--- src/shared/srl_pkg.sv ---
// Notes on behaviour
// - Master only, one eight-bit data buffer, no queue behind it.
// - Clock, data out and data in go to port 1 low pins or the radio.
// - Port 2 bit 3 is the select reserved for the radio and converter.
// - Route 00 idle without clock, 01 port 1 pins, 10 internal radio.
// - Divider codes 0000 and 0001 give half the processor clock.
// - Divider code 0010 gives a quarter of the processor clock.
// - Code 0100 gives 1/16, 0101 gives 1/32, 0110 and above 1/64.
// - Burst receive to transmit and back completes within 550 us.
// - After a packet is sent the radio idles until the next activate pulse.
// - With retransmit on, the packet repeats while activate stays high.
// - Once packet ready rises the receive payload is valid for readout.
// - Full payload readout over the serial link clears both radio flags.
// - Packet ready rises only for a matching address with a good checksum.
// - Address match rises when the incoming address equals the own identity.
package srl_pkg;
  localparam logic [7:0] SRL_ADDR_DATA = 8'hB2;
  localparam logic [7:0] SRL_ADDR_ROUTE = 8'hB3;
  localparam logic [7:0] SRL_ADDR_DIV = 8'hB4;
  localparam logic [7:0] SRL_DATA_RST = 8'h00;
  localparam logic [1:0] SRL_ROUTE_RST = 2'h0;
  localparam logic [3:0] SRL_DIV_RST = 4'h0;
  localparam logic [1:0] SRL_ROUTE_OFF = 2'h0;
  localparam logic [1:0] SRL_ROUTE_PORT1 = 2'h1;
  localparam logic [1:0] SRL_ROUTE_RADIO = 2'h2;
  localparam logic [3:0] SRL_DIV_HALF_A = 4'h0;
  localparam logic [3:0] SRL_DIV_HALF_B = 4'h1;
  localparam logic [3:0] SRL_DIV_QUARTER = 4'h2;
  localparam logic [3:0] SRL_DIV_EIGHTH = 4'h3;
  localparam logic [3:0] SRL_DIV_16TH = 4'h4;
  localparam logic [3:0] SRL_DIV_32ND = 4'h5;
  // Half periods of the serial clock in processor cycles.
  localparam logic [5:0] SRL_HP_2 = 6'h01;
  localparam logic [5:0] SRL_HP_4 = 6'h02;
  localparam logic [5:0] SRL_HP_8 = 6'h04;
  localparam logic [5:0] SRL_HP_16 = 6'h08;
  localparam logic [5:0] SRL_HP_32 = 6'h10;
  localparam logic [5:0] SRL_HP_64 = 6'h20;
  localparam logic [2:0] SRL_LAST_BIT = 3'h7;
  localparam int SRL_CLK_MHZ = 100;
  localparam int SRL_RADIO_IDLE_STATE_TO_BURST_US = 650;
  localparam int SRL_RX_TX_SWAP_US = 550;
  localparam int SRL_RADIO_IDLE_STATE_TO_BURST_CYC = SRL_RADIO_IDLE_STATE_TO_BURST_US * SRL_CLK_MHZ;
  localparam int SRL_RX_TX_SWAP_CYC = SRL_RX_TX_SWAP_US * SRL_CLK_MHZ;
  localparam int SRL_TMR_W = 17;

  typedef enum logic [4:0] {
    SRL_ST_IDLE = 5'h01,
    SRL_ST_TX_SW = 5'h02,
    SRL_ST_TX = 5'h04,
    SRL_ST_RX_SW = 5'h08,
    SRL_ST_RX = 5'h10
  } srl_radio_e;

  typedef struct packed {
    logic sck;
    logic sck_oe;
    logic mosi;
    logic mosi_oe;
  } srl_pins_s;
endpackage

--- src/verilog/srl_spi_radio.sv ---
`timescale 1ns/1ns
module srl_spi_radio
  import srl_pkg::*;
#(
  parameter int RADIO_IDLE_STATE_TO_BURST_CYC = SRL_RADIO_IDLE_STATE_TO_BURST_CYC,
  parameter int RX_TX_SWAP_CYC = SRL_RX_TX_SWAP_CYC
) (
  input wire logic clk_sys_i,
  input wire logic rstn_i,
  input wire logic [7:0] sfr_addr_i,
  input wire logic sfr_wr_i,
  input wire logic [7:0] sfr_wdata_i,
  output logic [7:0] sfr_rdata_o,
  output srl_pins_s p1_pins_o,
  input wire logic p1_miso_i,
  output srl_pins_s radio_pins_o,
  input wire logic radio_miso_i,
  input wire logic radio_sel_n_i,
  output logic spi_busy_o,
  output logic spi_ready_o,
  input wire logic radio_activate_i,
  input wire logic tx_enable_i,
  input wire logic auto_retran_i,
  input wire logic tx_packet_done_i,
  input wire logic rx_addr_hit_i,
  input wire logic rx_packet_end_i,
  input wire logic rx_crc_ok_i,
  input wire logic [5:0] rx_payload_len_i,
  output logic radio_idle_state_o,
  output logic radio_mode_ready_o,
  output logic rx_packet_ready_o,
  output logic address_match_flag_o
);
  logic [7:0] shift_r;
  logic [1:0] route_r;
  logic [3:0] div_r;
  logic busy_r;
  logic ready_r;
  logic sck_r;
  logic samp_r;
  logic [2:0] bit_r;
  logic [5:0] hp_cnt_r;
  srl_radio_e state_r;
  srl_radio_e state_nxt;
  logic [SRL_TMR_W-1:0] tmr_r;
  logic [SRL_TMR_W-1:0] tmr_nxt;
  logic act_d_r;
  logic [5:0] rd_cnt_r;
  logic dr_r;
  logic am_r;

  wire wr_data = sfr_wr_i && (sfr_addr_i == SRL_ADDR_DATA);
  wire wr_route = sfr_wr_i && (sfr_addr_i == SRL_ADDR_ROUTE);
  wire wr_div = sfr_wr_i && (sfr_addr_i == SRL_ADDR_DIV);
  wire routed = (route_r == SRL_ROUTE_PORT1) || (route_r == SRL_ROUTE_RADIO);
  // A write during a transfer is dropped: the single buffer is in use.
  wire start = wr_data && routed && !busy_r;
  wire [5:0] half_per = (div_r == SRL_DIV_HALF_A || div_r == SRL_DIV_HALF_B) ? SRL_HP_2 :
                        (div_r == SRL_DIV_QUARTER) ? SRL_HP_4 :
                        (div_r == SRL_DIV_EIGHTH) ? SRL_HP_8 :
                        (div_r == SRL_DIV_16TH) ? SRL_HP_16 :
                        (div_r == SRL_DIV_32ND) ? SRL_HP_32 : SRL_HP_64;
  wire tick = busy_r && (hp_cnt_r == half_per - 6'h01);
  wire fall = tick && sck_r;
  wire done = fall && (bit_r == SRL_LAST_BIT);
  wire miso = (route_r == SRL_ROUTE_RADIO) ? radio_miso_i : p1_miso_i;
  wire on_p1 = (route_r == SRL_ROUTE_PORT1);
  wire on_radio = (route_r == SRL_ROUTE_RADIO);

  assign sfr_rdata_o = (sfr_addr_i == SRL_ADDR_DATA) ? shift_r :
                       (sfr_addr_i == SRL_ADDR_ROUTE) ? {6'h00, route_r} :
                       (sfr_addr_i == SRL_ADDR_DIV) ? {4'h0, div_r} : 8'h00;
  assign p1_pins_o = '{sck: sck_r && on_p1, sck_oe: on_p1, mosi: shift_r[7] && on_p1, mosi_oe: on_p1};
  assign radio_pins_o = '{sck: sck_r && on_radio, sck_oe: on_radio,
                          mosi: shift_r[7] && on_radio, mosi_oe: on_radio};
  assign spi_busy_o = busy_r;
  assign spi_ready_o = ready_r;

  always_ff @(posedge clk_sys_i or negedge rstn_i) begin
    if (!rstn_i) begin
      route_r <= SRL_ROUTE_RST;
      div_r <= SRL_DIV_RST;
    end else begin
      if (wr_route) begin
        route_r <= sfr_wdata_i[1:0];
      end
      if (wr_div) begin
        div_r <= sfr_wdata_i[3:0];
      end
    end
  end

  // Mode 0 framing: sample on the rising edge, shift on the falling edge.
  always_ff @(posedge clk_sys_i or negedge rstn_i) begin
    if (!rstn_i) begin
      shift_r <= SRL_DATA_RST;
      busy_r <= 1'b0;
      ready_r <= 1'b0;
      sck_r <= 1'b0;
      samp_r <= 1'b0;
      bit_r <= 3'h0;
      hp_cnt_r <= 6'h00;
    end else begin
      ready_r <= done;
      hp_cnt_r <= (start || tick || !busy_r) ? 6'h00 : hp_cnt_r + 6'h01;
      if (start) begin
        shift_r <= sfr_wdata_i;
        busy_r <= 1'b1;
        sck_r <= 1'b0;
        bit_r <= 3'h0;
      end else if (wr_data && !busy_r) begin
        shift_r <= sfr_wdata_i;
      end else if (tick) begin
        sck_r <= !sck_r;
        if (!sck_r) begin
          samp_r <= miso;
        end else begin
          shift_r <= {shift_r[6:0], samp_r};
          bit_r <= bit_r + 3'h1;
          busy_r <= !done;
        end
      end
    end
  end

  // Radio sequencer; the wait timers bound the mode switching times.
  always_comb begin
    state_nxt = state_r;
    tmr_nxt = (tmr_r != '0) ? tmr_r - 1'b1 : tmr_r;
    case (state_r)
      SRL_ST_IDLE: begin
        if (radio_activate_i && !act_d_r) begin
          state_nxt = tx_enable_i ? SRL_ST_TX_SW : SRL_ST_RX_SW;
          tmr_nxt = SRL_TMR_W'(RADIO_IDLE_STATE_TO_BURST_CYC - 1);
        end
      end
      SRL_ST_TX_SW, SRL_ST_RX_SW: begin
        if (tmr_r == '0) begin
          state_nxt = (state_r == SRL_ST_TX_SW) ? SRL_ST_TX : SRL_ST_RX;
        end
      end
      SRL_ST_TX: begin
        if (tx_packet_done_i) begin
          // Resend only while activate is held; otherwise wait in standby.
          state_nxt = (auto_retran_i && radio_activate_i) ? SRL_ST_TX : SRL_ST_IDLE;
        end else if (radio_activate_i && !tx_enable_i) begin
          state_nxt = SRL_ST_RX_SW;
          tmr_nxt = SRL_TMR_W'(RX_TX_SWAP_CYC - 1);
        end
      end
      SRL_ST_RX: begin
        if (!radio_activate_i) begin
          state_nxt = SRL_ST_IDLE;
        end else if (tx_enable_i) begin
          state_nxt = SRL_ST_TX_SW;
          tmr_nxt = SRL_TMR_W'(RX_TX_SWAP_CYC - 1);
        end
      end
      default: begin
        state_nxt = SRL_ST_IDLE;
      end
    endcase
  end

  // Readout counts bytes moved to the radio while its select is low.
  wire rd_byte = done && on_radio && !radio_sel_n_i;
  wire rd_all = rd_byte && dr_r && (rd_cnt_r + 6'h01 >= rx_payload_len_i);
  wire am_set = (state_r == SRL_ST_RX) && rx_addr_hit_i;
  wire dr_set = (state_r == SRL_ST_RX) && rx_packet_end_i && rx_crc_ok_i && am_r;

  always_ff @(posedge clk_sys_i or negedge rstn_i) begin
    if (!rstn_i) begin
      state_r <= SRL_ST_IDLE;
      tmr_r <= '0;
      act_d_r <= 1'b0;
      rd_cnt_r <= 6'h00;
      dr_r <= 1'b0;
      am_r <= 1'b0;
    end else begin
      state_r <= state_nxt;
      tmr_r <= tmr_nxt;
      act_d_r <= radio_activate_i;
      rd_cnt_r <= (rd_all || dr_set) ? 6'h00 : (rd_byte && dr_r) ? rd_cnt_r + 6'h01 : rd_cnt_r;
      // A new event in the clearing cycle wins over the clear.
      dr_r <= dr_set || (dr_r && !rd_all);
      am_r <= am_set || (am_r && !rd_all);
    end
  end

  assign radio_idle_state_o = (state_r == SRL_ST_IDLE);
  assign radio_mode_ready_o = (state_r == SRL_ST_TX) || (state_r == SRL_ST_RX);
  assign rx_packet_ready_o = dr_r;
  assign address_match_flag_o = am_r;

  // Transfer length seen by the checks; a span this long is counted here rather than unrolled in a sequence.
  logic [9:0] busy_len_r;
  logic len_eighth_r;

  always_ff @(posedge clk_sys_i or negedge rstn_i) begin
    if (!rstn_i) begin
      busy_len_r <= 10'h000;
      len_eighth_r <= 1'b0;
    end else begin
      busy_len_r <= start ? 10'h000 : busy_r ? busy_len_r + 10'h001 : busy_len_r;
      len_eighth_r <= start ? (div_r == SRL_DIV_EIGHTH) && !wr_div : len_eighth_r && !wr_div;
    end
  end

  AST_NO_START_UNROUTED: assert property (@(posedge clk_sys_i) disable iff (!rstn_i)
    (wr_data && !routed && !busy_r) |=> !busy_r) else $error("transfer started while unrouted");
  AST_NO_CLOCK_OFF: assert property (@(posedge clk_sys_i) disable iff (!rstn_i)
    (route_r == SRL_ROUTE_OFF) |-> !p1_pins_o.sck && !radio_pins_o.sck) else $error("clock while unused");
  AST_HALF_RATE: assert property (@(posedge clk_sys_i) disable iff (!rstn_i)
    (start && div_r == SRL_DIV_HALF_B) |=> ##1 sck_r ##1 !sck_r) else $error("half rate wrong");
  AST_QUARTER_RATE: assert property (@(posedge clk_sys_i) disable iff (!rstn_i)
    (start && div_r == SRL_DIV_QUARTER) |=> !sck_r ##1 !sck_r ##1 sck_r ##1 sck_r ##1 !sck_r)
    else $error("quarter rate wrong");
  AST_EIGHTH_LEN: assert property (@(posedge clk_sys_i) disable iff (!rstn_i)
    ($fell(busy_r) && len_eighth_r) |-> busy_len_r == {SRL_HP_8, 4'h0}) else $error("eighth length wrong");
  AST_BYTE_DONE: assert property (@(posedge clk_sys_i) disable iff (!rstn_i)
    (start && div_r == SRL_DIV_HALF_A && !wr_div) |=> ##16 ready_r) else $error("byte ready pulse late");
  AST_ONE_BUFFER: assert property (@(posedge clk_sys_i) disable iff (!rstn_i)
    (busy_r && wr_data && !tick) |=> $stable(shift_r) && $stable(bit_r)) else $error("buffer disturbed");
  AST_RADIO_IDLE_STATE_WAIT: assert property (@(posedge clk_sys_i) disable iff (!rstn_i)
    (state_r == SRL_ST_IDLE && state_nxt == SRL_ST_TX_SW) |=> tmr_r == SRL_TMR_W'(RADIO_IDLE_STATE_TO_BURST_CYC - 1))
    else $error("standby wait wrong");
  AST_RETURN_IDLE: assert property (@(posedge clk_sys_i) disable iff (!rstn_i)
    (state_r == SRL_ST_TX && tx_packet_done_i && !radio_activate_i) |=> radio_idle_state_o)
    else $error("no return to standby");
  AST_RETRANSMIT: assert property (@(posedge clk_sys_i) disable iff (!rstn_i)
    (state_r == SRL_ST_TX && tx_packet_done_i && auto_retran_i && radio_activate_i) |=> state_r == SRL_ST_TX)
    else $error("retransmit dropped");
  AST_DR_NEEDS_AM: assert property (@(posedge clk_sys_i) disable iff (!rstn_i)
    $rose(dr_r) |-> $past(am_r)) else $error("ready without match");
  AST_FLAGS_CLEAR: assert property (@(posedge clk_sys_i) disable iff (!rstn_i)
    (rd_all && !dr_set && !am_set) |=> !dr_r && !am_r) else $error("flags not cleared");

  COV_PORT1_BYTE: cover property (@(posedge clk_sys_i) disable iff (!rstn_i) on_p1 && done);
  COV_RADIO_READOUT: cover property (@(posedge clk_sys_i) disable iff (!rstn_i) rd_all);
  COV_SWAP: cover property (@(posedge clk_sys_i) disable iff (!rstn_i)
    state_r == SRL_ST_RX && state_nxt == SRL_ST_TX_SW);
endmodule

--- config.mk ---
export PLATFORM = sky130hd
export DESIGN_NAME = srl_spi_radio
export DESIGN_NICKNAME = d
export VERILOG_FILES = /design/src/shared/srl_pkg.sv /design/src/verilog/srl_spi_radio.sv
export SDC_FILE = /design/constraint.sdc
export NUM_CORES = 1
export LEC_CHECK = 0
export BUFFER_PORTS_ARGS = -buffer_cell sky130_fd_sc_hd__buf_2
export CORE_MARGIN = 1
export CORE_UTILIZATION = 40
export DETAILED_ROUTE_END_ITERATION = 6
export PLACE_DENSITY = 0.67
export SYNTH_ARGS = -nofsm -noshare
export SYNTH_HDL_FRONTEND = slang
export SYNTH_SLANG_ARGS = --single-unit
--- constraint.sdc ---
create_clock -name clk_sys_i -period 2.28 [get_ports clk_sys_i]
set_clock_uncertainty 0.1 [all_clocks]
set_input_delay 0.684 -clock clk_sys_i [delete_from_list [all_inputs] [get_ports clk_sys_i]]
set_output_delay 0.684 -clock clk_sys_i [all_outputs]
set_load 0.02 [all_outputs]
==> run metrics, run 1 <==
number of fill cells=~760; Ys Warns=0; WP data arrival=roughly 1700 ps; GRT overflow=0; ys flop type=dfrtp_1; global-route wire length before repair=roughly 15000 um; Port Buffer Count=between 50 and 60; Die H=just under 100 um; fin crit period=2510 ps; power share of the clock group=0.302; max incr delay on CP=230 ps; Worst Reg-to-Reg Cells=8; Final Max Slew Viols=0; Max Freq=just under 0.4 GHz; worst setup margin=-234 ps; Tot GR Track Use=0.199; fin nets=557; Post-Syn Area=between 0.003 and 0.004 sq mm; vias=approximately 3500; Critical Path End Type=primary output; Initial DRT Pass Iterations=7; Post-Syn Instances=~400; number of global-route vias before repair=3336; Initial Util=0.416; Sw Share=0.317; DRC Markers=10; reg2reg end=address_match_flag_o; synthesis-to-finish area growth=36.2%; CTS Sinks=a little under 60; Net Count, Synth=between 400 and 500; Sequential Power Share=0.426; Multi-input gate area=between 0.002 and 0.0025 sq mm; flops & latches, synth=58; asr flop ratio synth=1.00; CTS Buf Count=9; Top delay family on crit path=simple AND/OR/NAND/NOR gates; CP required=1500 ps; sequential share of the synthesized area=0.397; logic gate share of total power=0.273; critical path type=input port to primary output; Avg WL per Cell=around 15 um; pre-CTS setup slack=-276 ps; Worst Max-Slew Pin Slew=approximately 440 ps; RSZ-0062 raised after global routing=true; final core utilization=0.566; worst reg2reg path startpoint=rd_cnt_r[0]; P_int=approximately 2.1 mW; number of flops mapped to enable cells by yosys=0; relative slew slack=0.705; 1st-iter DRT viols=114; largest net degree at the start of global routing=38; worst-path cell chain=buf_6 -> nand4bb_4 -> buf_6 -> nor3b_4 -> a32oi_1 -> a21oi_2 -> buf_4; num ports=57; critical path's slowest cell=nand4bb_4; Psw=about 0.98 mW; clk root buf=clkbuf_8; register area=0.00146 sq mm; Unique masters post-synth=72; peak supply drop=approximately 0.41 mV; estimated wirelength of the detail-placed design=approximately 6500 um; Hold Path Class=input port to async pin; die extent in x=between 90 and 100 um; CTS max path bufs=2; reg2reg setup slack=-70 ps; ANT cells=0; initial antenna violation count=0; max-cap violations=0; Worst path depth=7; CP startpoint kind=input port; Leak Pwr=around 2.3 nW; final worst path period share=1.10; row count=34; fin cells=between 600 and 700; Syn Area/Cell=slightly above 9 sq um; failing checks=design-rule violations, negative setup slack; ratio of cells with drive above 1 in the final layout=0.405; Final Hold Viols=0; Worst-Skew Late Latency=330 ps; CTS tree=built; CP most frequent cell=buf_6; die area=0.00954 sq mm; run status=finished, violations left; Cell Pwr Density=~600 mW/mm^2; WP buf/inv=3; Placer Congestion=between 0.8 and 0.9; remaining antenna violation count=0; critical path peak fanout=3; core area=between 0.008 and 0.009 sq mm; Setup-failing EPs final=10; Worst-path clk slew=approximately 70 ps; htree depth=3; Cell Count Post-Placement=592; final WL=approximately 9200 um; Vias/cell=5.56
## stage by stage
step	TNS [ps]	instance area (sq um)	hold slack [ps]	total power [mW]
global route	-2080	4990	208	3.27
finish	-1360	4990	225	3.08
detailed placement	-2360	4440	411	2.09
floorplan	-313	3730	288	1.81
global placement	-1950	4440	402	2.05
CTS	-1350	4780	209	3.05
## worst reg2reg max path: stages (launching register included)
cell     delay (ps)
dfrtp_2         450
ha_4            190
xor2_1          140
ha_1            270
o21a_1          120
nor2_1           50
o31a_1          340
or3_4           390
a22o_1          190
## synthesized netlist by cell type (all sizes together) (3+ instances only)
library cell / n / area (sq um)
a21oi: 18 / 97.6
buf: 12 / 87.6
nand3: 31 / 165
and3: 6 / 37.5
o211ai: 13 / 111
nor2: 21 / 78.8
nor3: 7 / 35.0
ha: 13 / 163
nand2: 38 / 143
a211oi: 3 / 27.5
nand3b: 3 / 26.3
nor3b: 4 / 35.0
o21ai: 23 / 115
nor2b: 7 / 43.8
nand2b: 3 / 18.8
mux2: 9 / 105
xnor2: 9 / 78.8
a21o: 3 / 22.5
nor4: 5 / 52.6
inv: 18 / 67.6
or3: 6 / 37.5
nand4: 12 / 75.1
and2: 7 / 43.8
clkbuf: 10 / 37.5
o31ai: 4 / 30.0
xor2: 12 / 105
nand4b: 3 / 26.3
dfrtp: 57 / 1430
## worst max path at each step
stage / startpoint / endpoint / slack [ps]
finish: sfr_addr_i[6] / sfr_rdata_o[0] / -230
detailed placement: sfr_addr_i[6] / sfr_rdata_o[1] / -280
global route: sfr_addr_i[6] / sfr_rdata_o[1] / -300
floorplan: sfr_addr_i[6] / sfr_rdata_o[3] / -100
global placement: sfr_addr_i[6] / sfr_rdata_o[3] / -230
CTS: sfr_addr_i[6] / sfr_rdata_o[1] / -240
## area by class of cell
class | instances | share of cell area
inverter | 18 | 0.0135
multi-input combinational | 298 | 0.454
clock inverter | 5 | 0.0110
sequential | 58 | 0.292
clock buffer | 10 | 0.0276
tap | 108 | 0.0271
timing repair buffer | 124 | 0.174
## per-layer routing
layer,track usage,up-vias,part of all wire
met1,0.255,1667,0.45
met4,0.0676,0,0.020
li1,-,1670,-
met5,0,-,0
met3,0.0547,14,0.044
met2,0.322,99,0.48
## repair_timing
| action | CTS | global route |
|---|---|---|
| hold buffers | 0 | 0 |
| pin swaps | 3 | 8 |
| setup buffers | 6 | 9 |
| gates cloned | 1 | 0 |
| endpoints found under the setup margin | 12 | 36 |
| resized for setup | 28 | 33 |
## sequential cells by signal (all words and copies together), names as in the netlist, 2 cells and up
name	flops
rd_cnt_r	6
state_r	5
route_r	2
div_r	4
bit_r	3
shift_r	8
tmr_r	17
hp_cnt_r	6
## power by group through the flow
stage	registers [mW]	clock network, mW	logic [mW]
after floorplan	1.28	0	0.527
after global placement	1.31	0	0.742
after detailed placement	1.32	0	0.769
after CTS	1.30	0.962	0.788
after global routing	1.33	1.01	0.925
final	1.31	0.929	0.841
## logic make-up (layout without fill, tap and decap cells)
kind of cell / Yosys count / in the layout / synth area share
fa+ha+maj: 13 / 13 / 0.0444
mux: 11 / 11 / 0.0342
compound gates: 90 / 91 / 0.177
flops: 58 / 58 / 0.397
buf+inv: 40 / 157 / 0.0526
xor+xnor: 21 / 21 / 0.0502
simple gates: 162 / 162 / 0.245
## placed cells by master (no fill, tap or decap), types with 5 or more instances in the layout
master    netlist  layout
a21oi_1        16      11
a21oi_2         2       7
and2_1          7       6
buf_2           4      46
buf_4           4      69
buf_6           3       7
clkbuf_8        0      10
dfrtp_1        57      52
dfrtp_2         0       5
ha_1           13      11
inv_1          18      17
mux2_2          7       7
nand2_1        38      38
nand3_1        29      25
nand3_2         2       5
nand4_1        12      12
nor2_1         21      20
nor2b_1         7       5
nor3_1          7       5
o211ai_1       12      12
o21ai_0        22      20
or3_1           6       5
xnor2_1         9       8
xor2_1         12      12
Note: power is estimated with default switching activity, not from simulation.
==> run 2: changes to the inputs <==
--- a/config.mk
+++ b/config.mk
@@ -10,6 +10,7 @@
 export CORE_UTILIZATION = 40
 export DETAILED_ROUTE_END_ITERATION = 6
 export PLACE_DENSITY = 0.67
+export SETUP_SLACK_MARGIN = 0.15
 export SYNTH_ARGS = -nofsm -noshare
 export SYNTH_HDL_FRONTEND = slang
 export SYNTH_SLANG_ARGS = --single-unit
==> run 2 against run 1 <==
Against the previous run: the flow still finishes with violations (design-rule violations, negative setup slack); largest cell class unchanged; wire length is 8.7% higher; first-iteration DRC count is 52% higher; critical path type unchanged; register-to-register slack improved by 90 ps.
==> run metrics, run 2 (same netlist as run 1, synthesis figures left out) <==
run status=finished, violations left; failing checks=design-rule violations, negative setup slack; WP data arrival=1740 ps (about the same); worst setup margin=-244 ps (-9.80 ps); ratio of cells with drive above 1 in the final layout=0.452 (+0.0466); ANT cells=0 (unchanged); relative slew slack=0.695 (-0.00961); Worst-Skew Late Latency=340 ps (about the same); Multi-input gate area=0.00239 sq mm (+5.4%); Leak Pwr=2.34 nW (+3.6%); Worst-path clk slew=70 ps (about the same); critical path peak fanout=3 (unchanged); commonest non-fill, non-tap cell in the layout=buf_4; Die H=97.7 um (unchanged); die extent in x=97.7 um (unchanged); CTS tree=built; estimated wirelength of the detail-placed design=6830 um (+4.5%); Worst Max-Slew Pin Slew=458 ps (+15.3 ps); clk root buf=clkbuf_8; global-route wire length before repair=16900 um (+9.7%); Max Freq=0.396 GHz (-0.39%); RSZ-0062 raised after global routing=true; fin crit period=2520 ps (+9.80 ps); number of fill cells=739 (-3.3%); register area=0.00147 sq mm (+0.43%); Cell Pwr Density=654 mW/mm^2 (+5.9%); vias=3519 (+2.0%); Hold Path Class=input port to async pin; CP startpoint kind=input port; largest net degree at the start of global routing=25 (-34%); final worst path period share=1.11 (+0.00430); htree depth=3 (unchanged); Final Hold Viols=0 (unchanged); Final Max Slew Viols=0 (unchanged); DRC Markers=12 (+2); commonest cells after routing, fill and taps aside=buf_4, dfrtp_1, buf_2; CP required=1500 ps (about the same); num ports=57 (unchanged); grt met1 use=0.277 (+0.0219); TNS Setup=-1730 ps (-366 ps); remaining antenna violation count=0 (unchanged); biggest regs=tmr_r: 17 flops, shift_r: 8 flops; row count=34 (unchanged); CTS Sinks=58 (unchanged); peak supply drop=0.565 mV (+39%); Vias/cell=5.59 (+0.54%); die area=0.00954 sq mm (unchanged); max-cap violations=0 (unchanged); Largest register FFs=17 (unchanged); synthesis-to-finish area growth=43.9%; Tot GR Track Use=0.219 (+0.0199); GR Layer Usage met2=0.369 (+0.0464); CTS Buf Count=9 (unchanged); GRT overflow=0 (unchanged); Initial DRT Pass Iterations=6 (-1); 1st-iter DRT viols=173 (+52%); Placer Congestion=0.859 (+1.3%); final WL=10000 um (+8.7%); Avg WL per Cell=15.9 um (+7.1%); Final Power=3.45 mW (+12%); most used routing layer=met2; number of global-route vias before repair=3555 (+6.6%); Largest Register=tmr_r; Critical Path End Type=primary output; Initial Util=0.416 (unchanged); Port Buffer Count=56 (unchanged); met3 Resource Use GR=0.0540 (-0.000719); fin nets=565 (+1.4%); initial antenna violation count=0 (unchanged); core area=0.00881 sq mm (unchanged); CTS max path bufs=2 (unchanged); critical path type=input port to primary output; Setup-failing EPs final=8 (-2)
==> run 2: path summary, 6_finish.rpt <==
kind	slack [ps]	to	from	cells after the start
worst max-delay path	-240	sfr_rdata_o[1]	sfr_addr_i[3]	7
worst min-delay path	190	rd_cnt_r[5]	rstn_i	1
worst max register to register	20	address_match_flag_o	rd_cnt_r[0]	8
worst min register to register	420	tmr_r[16]	tmr_r[16]	1
max in group asynchronous	1400	tmr_r[12]	rstn_i	2
min in group clk_sys_i	420	tmr_r[16]	tmr_r[16]	1
==> run 2: stage by stage <==
stage          hold slack [ps]  area [sq um]  std cells  setup slack [ps]  utilization
5_1_grt                    211          5270        630              -318        0.599
3_5_place_dp               416          4430        587              -296        0.503
3_3_place_gp               402          4430        587              -287        0.503
6_report                   186          5270        630              -244        0.599
2_1_floorplan              288          3750        395             -94.2            -
4_1_cts                    195          5120        626              -256        0.582
==> run 2: worst max-delay path, stage by stage <==
cell and delay, ps:
buf_6 90, nand4bb_4 240, buf_6 140, nor3b_4 200
a32oi_1 100, a21oi_2 130, buf_4 150
==> run 2: area by class of cell <==
type                       count  share of cell area
timing repair buffer         133               0.190
tap                          108              0.0256
clock inverter                 2              0.0114
sequential                    58               0.278
multi-input combinational    297               0.453
clock buffer                  14              0.0290
inverter                      18              0.0128
==> run 2: timing repair <==
action                     4_1_cts  5_1_grt
pin swaps                       26       20
setup endpoints to repair       37       40
gates resized for setup         76       30
hold buffers                     0        0
buffers inserted                23        4
==> run 2: routing by layer <==
metal	vias to the layer above	wire [um]
met3	18	412
met1	1727	4350
met4	0	176
met2	87	5100
met5	-	0
li1	1687	-
==> run 2: report_power, final <==
| group | leakage, nW | switching [mW] | internal, mW |
|---|---|---|---|
| combinational | 1.53 | 0.502 | 0.571 |
| sequential | 0.703 | 0.155 | 1.16 |
| clock | 0.105 | 0.409 | 0.648 |
| total | 2.34 | 1.07 | 2.38 |
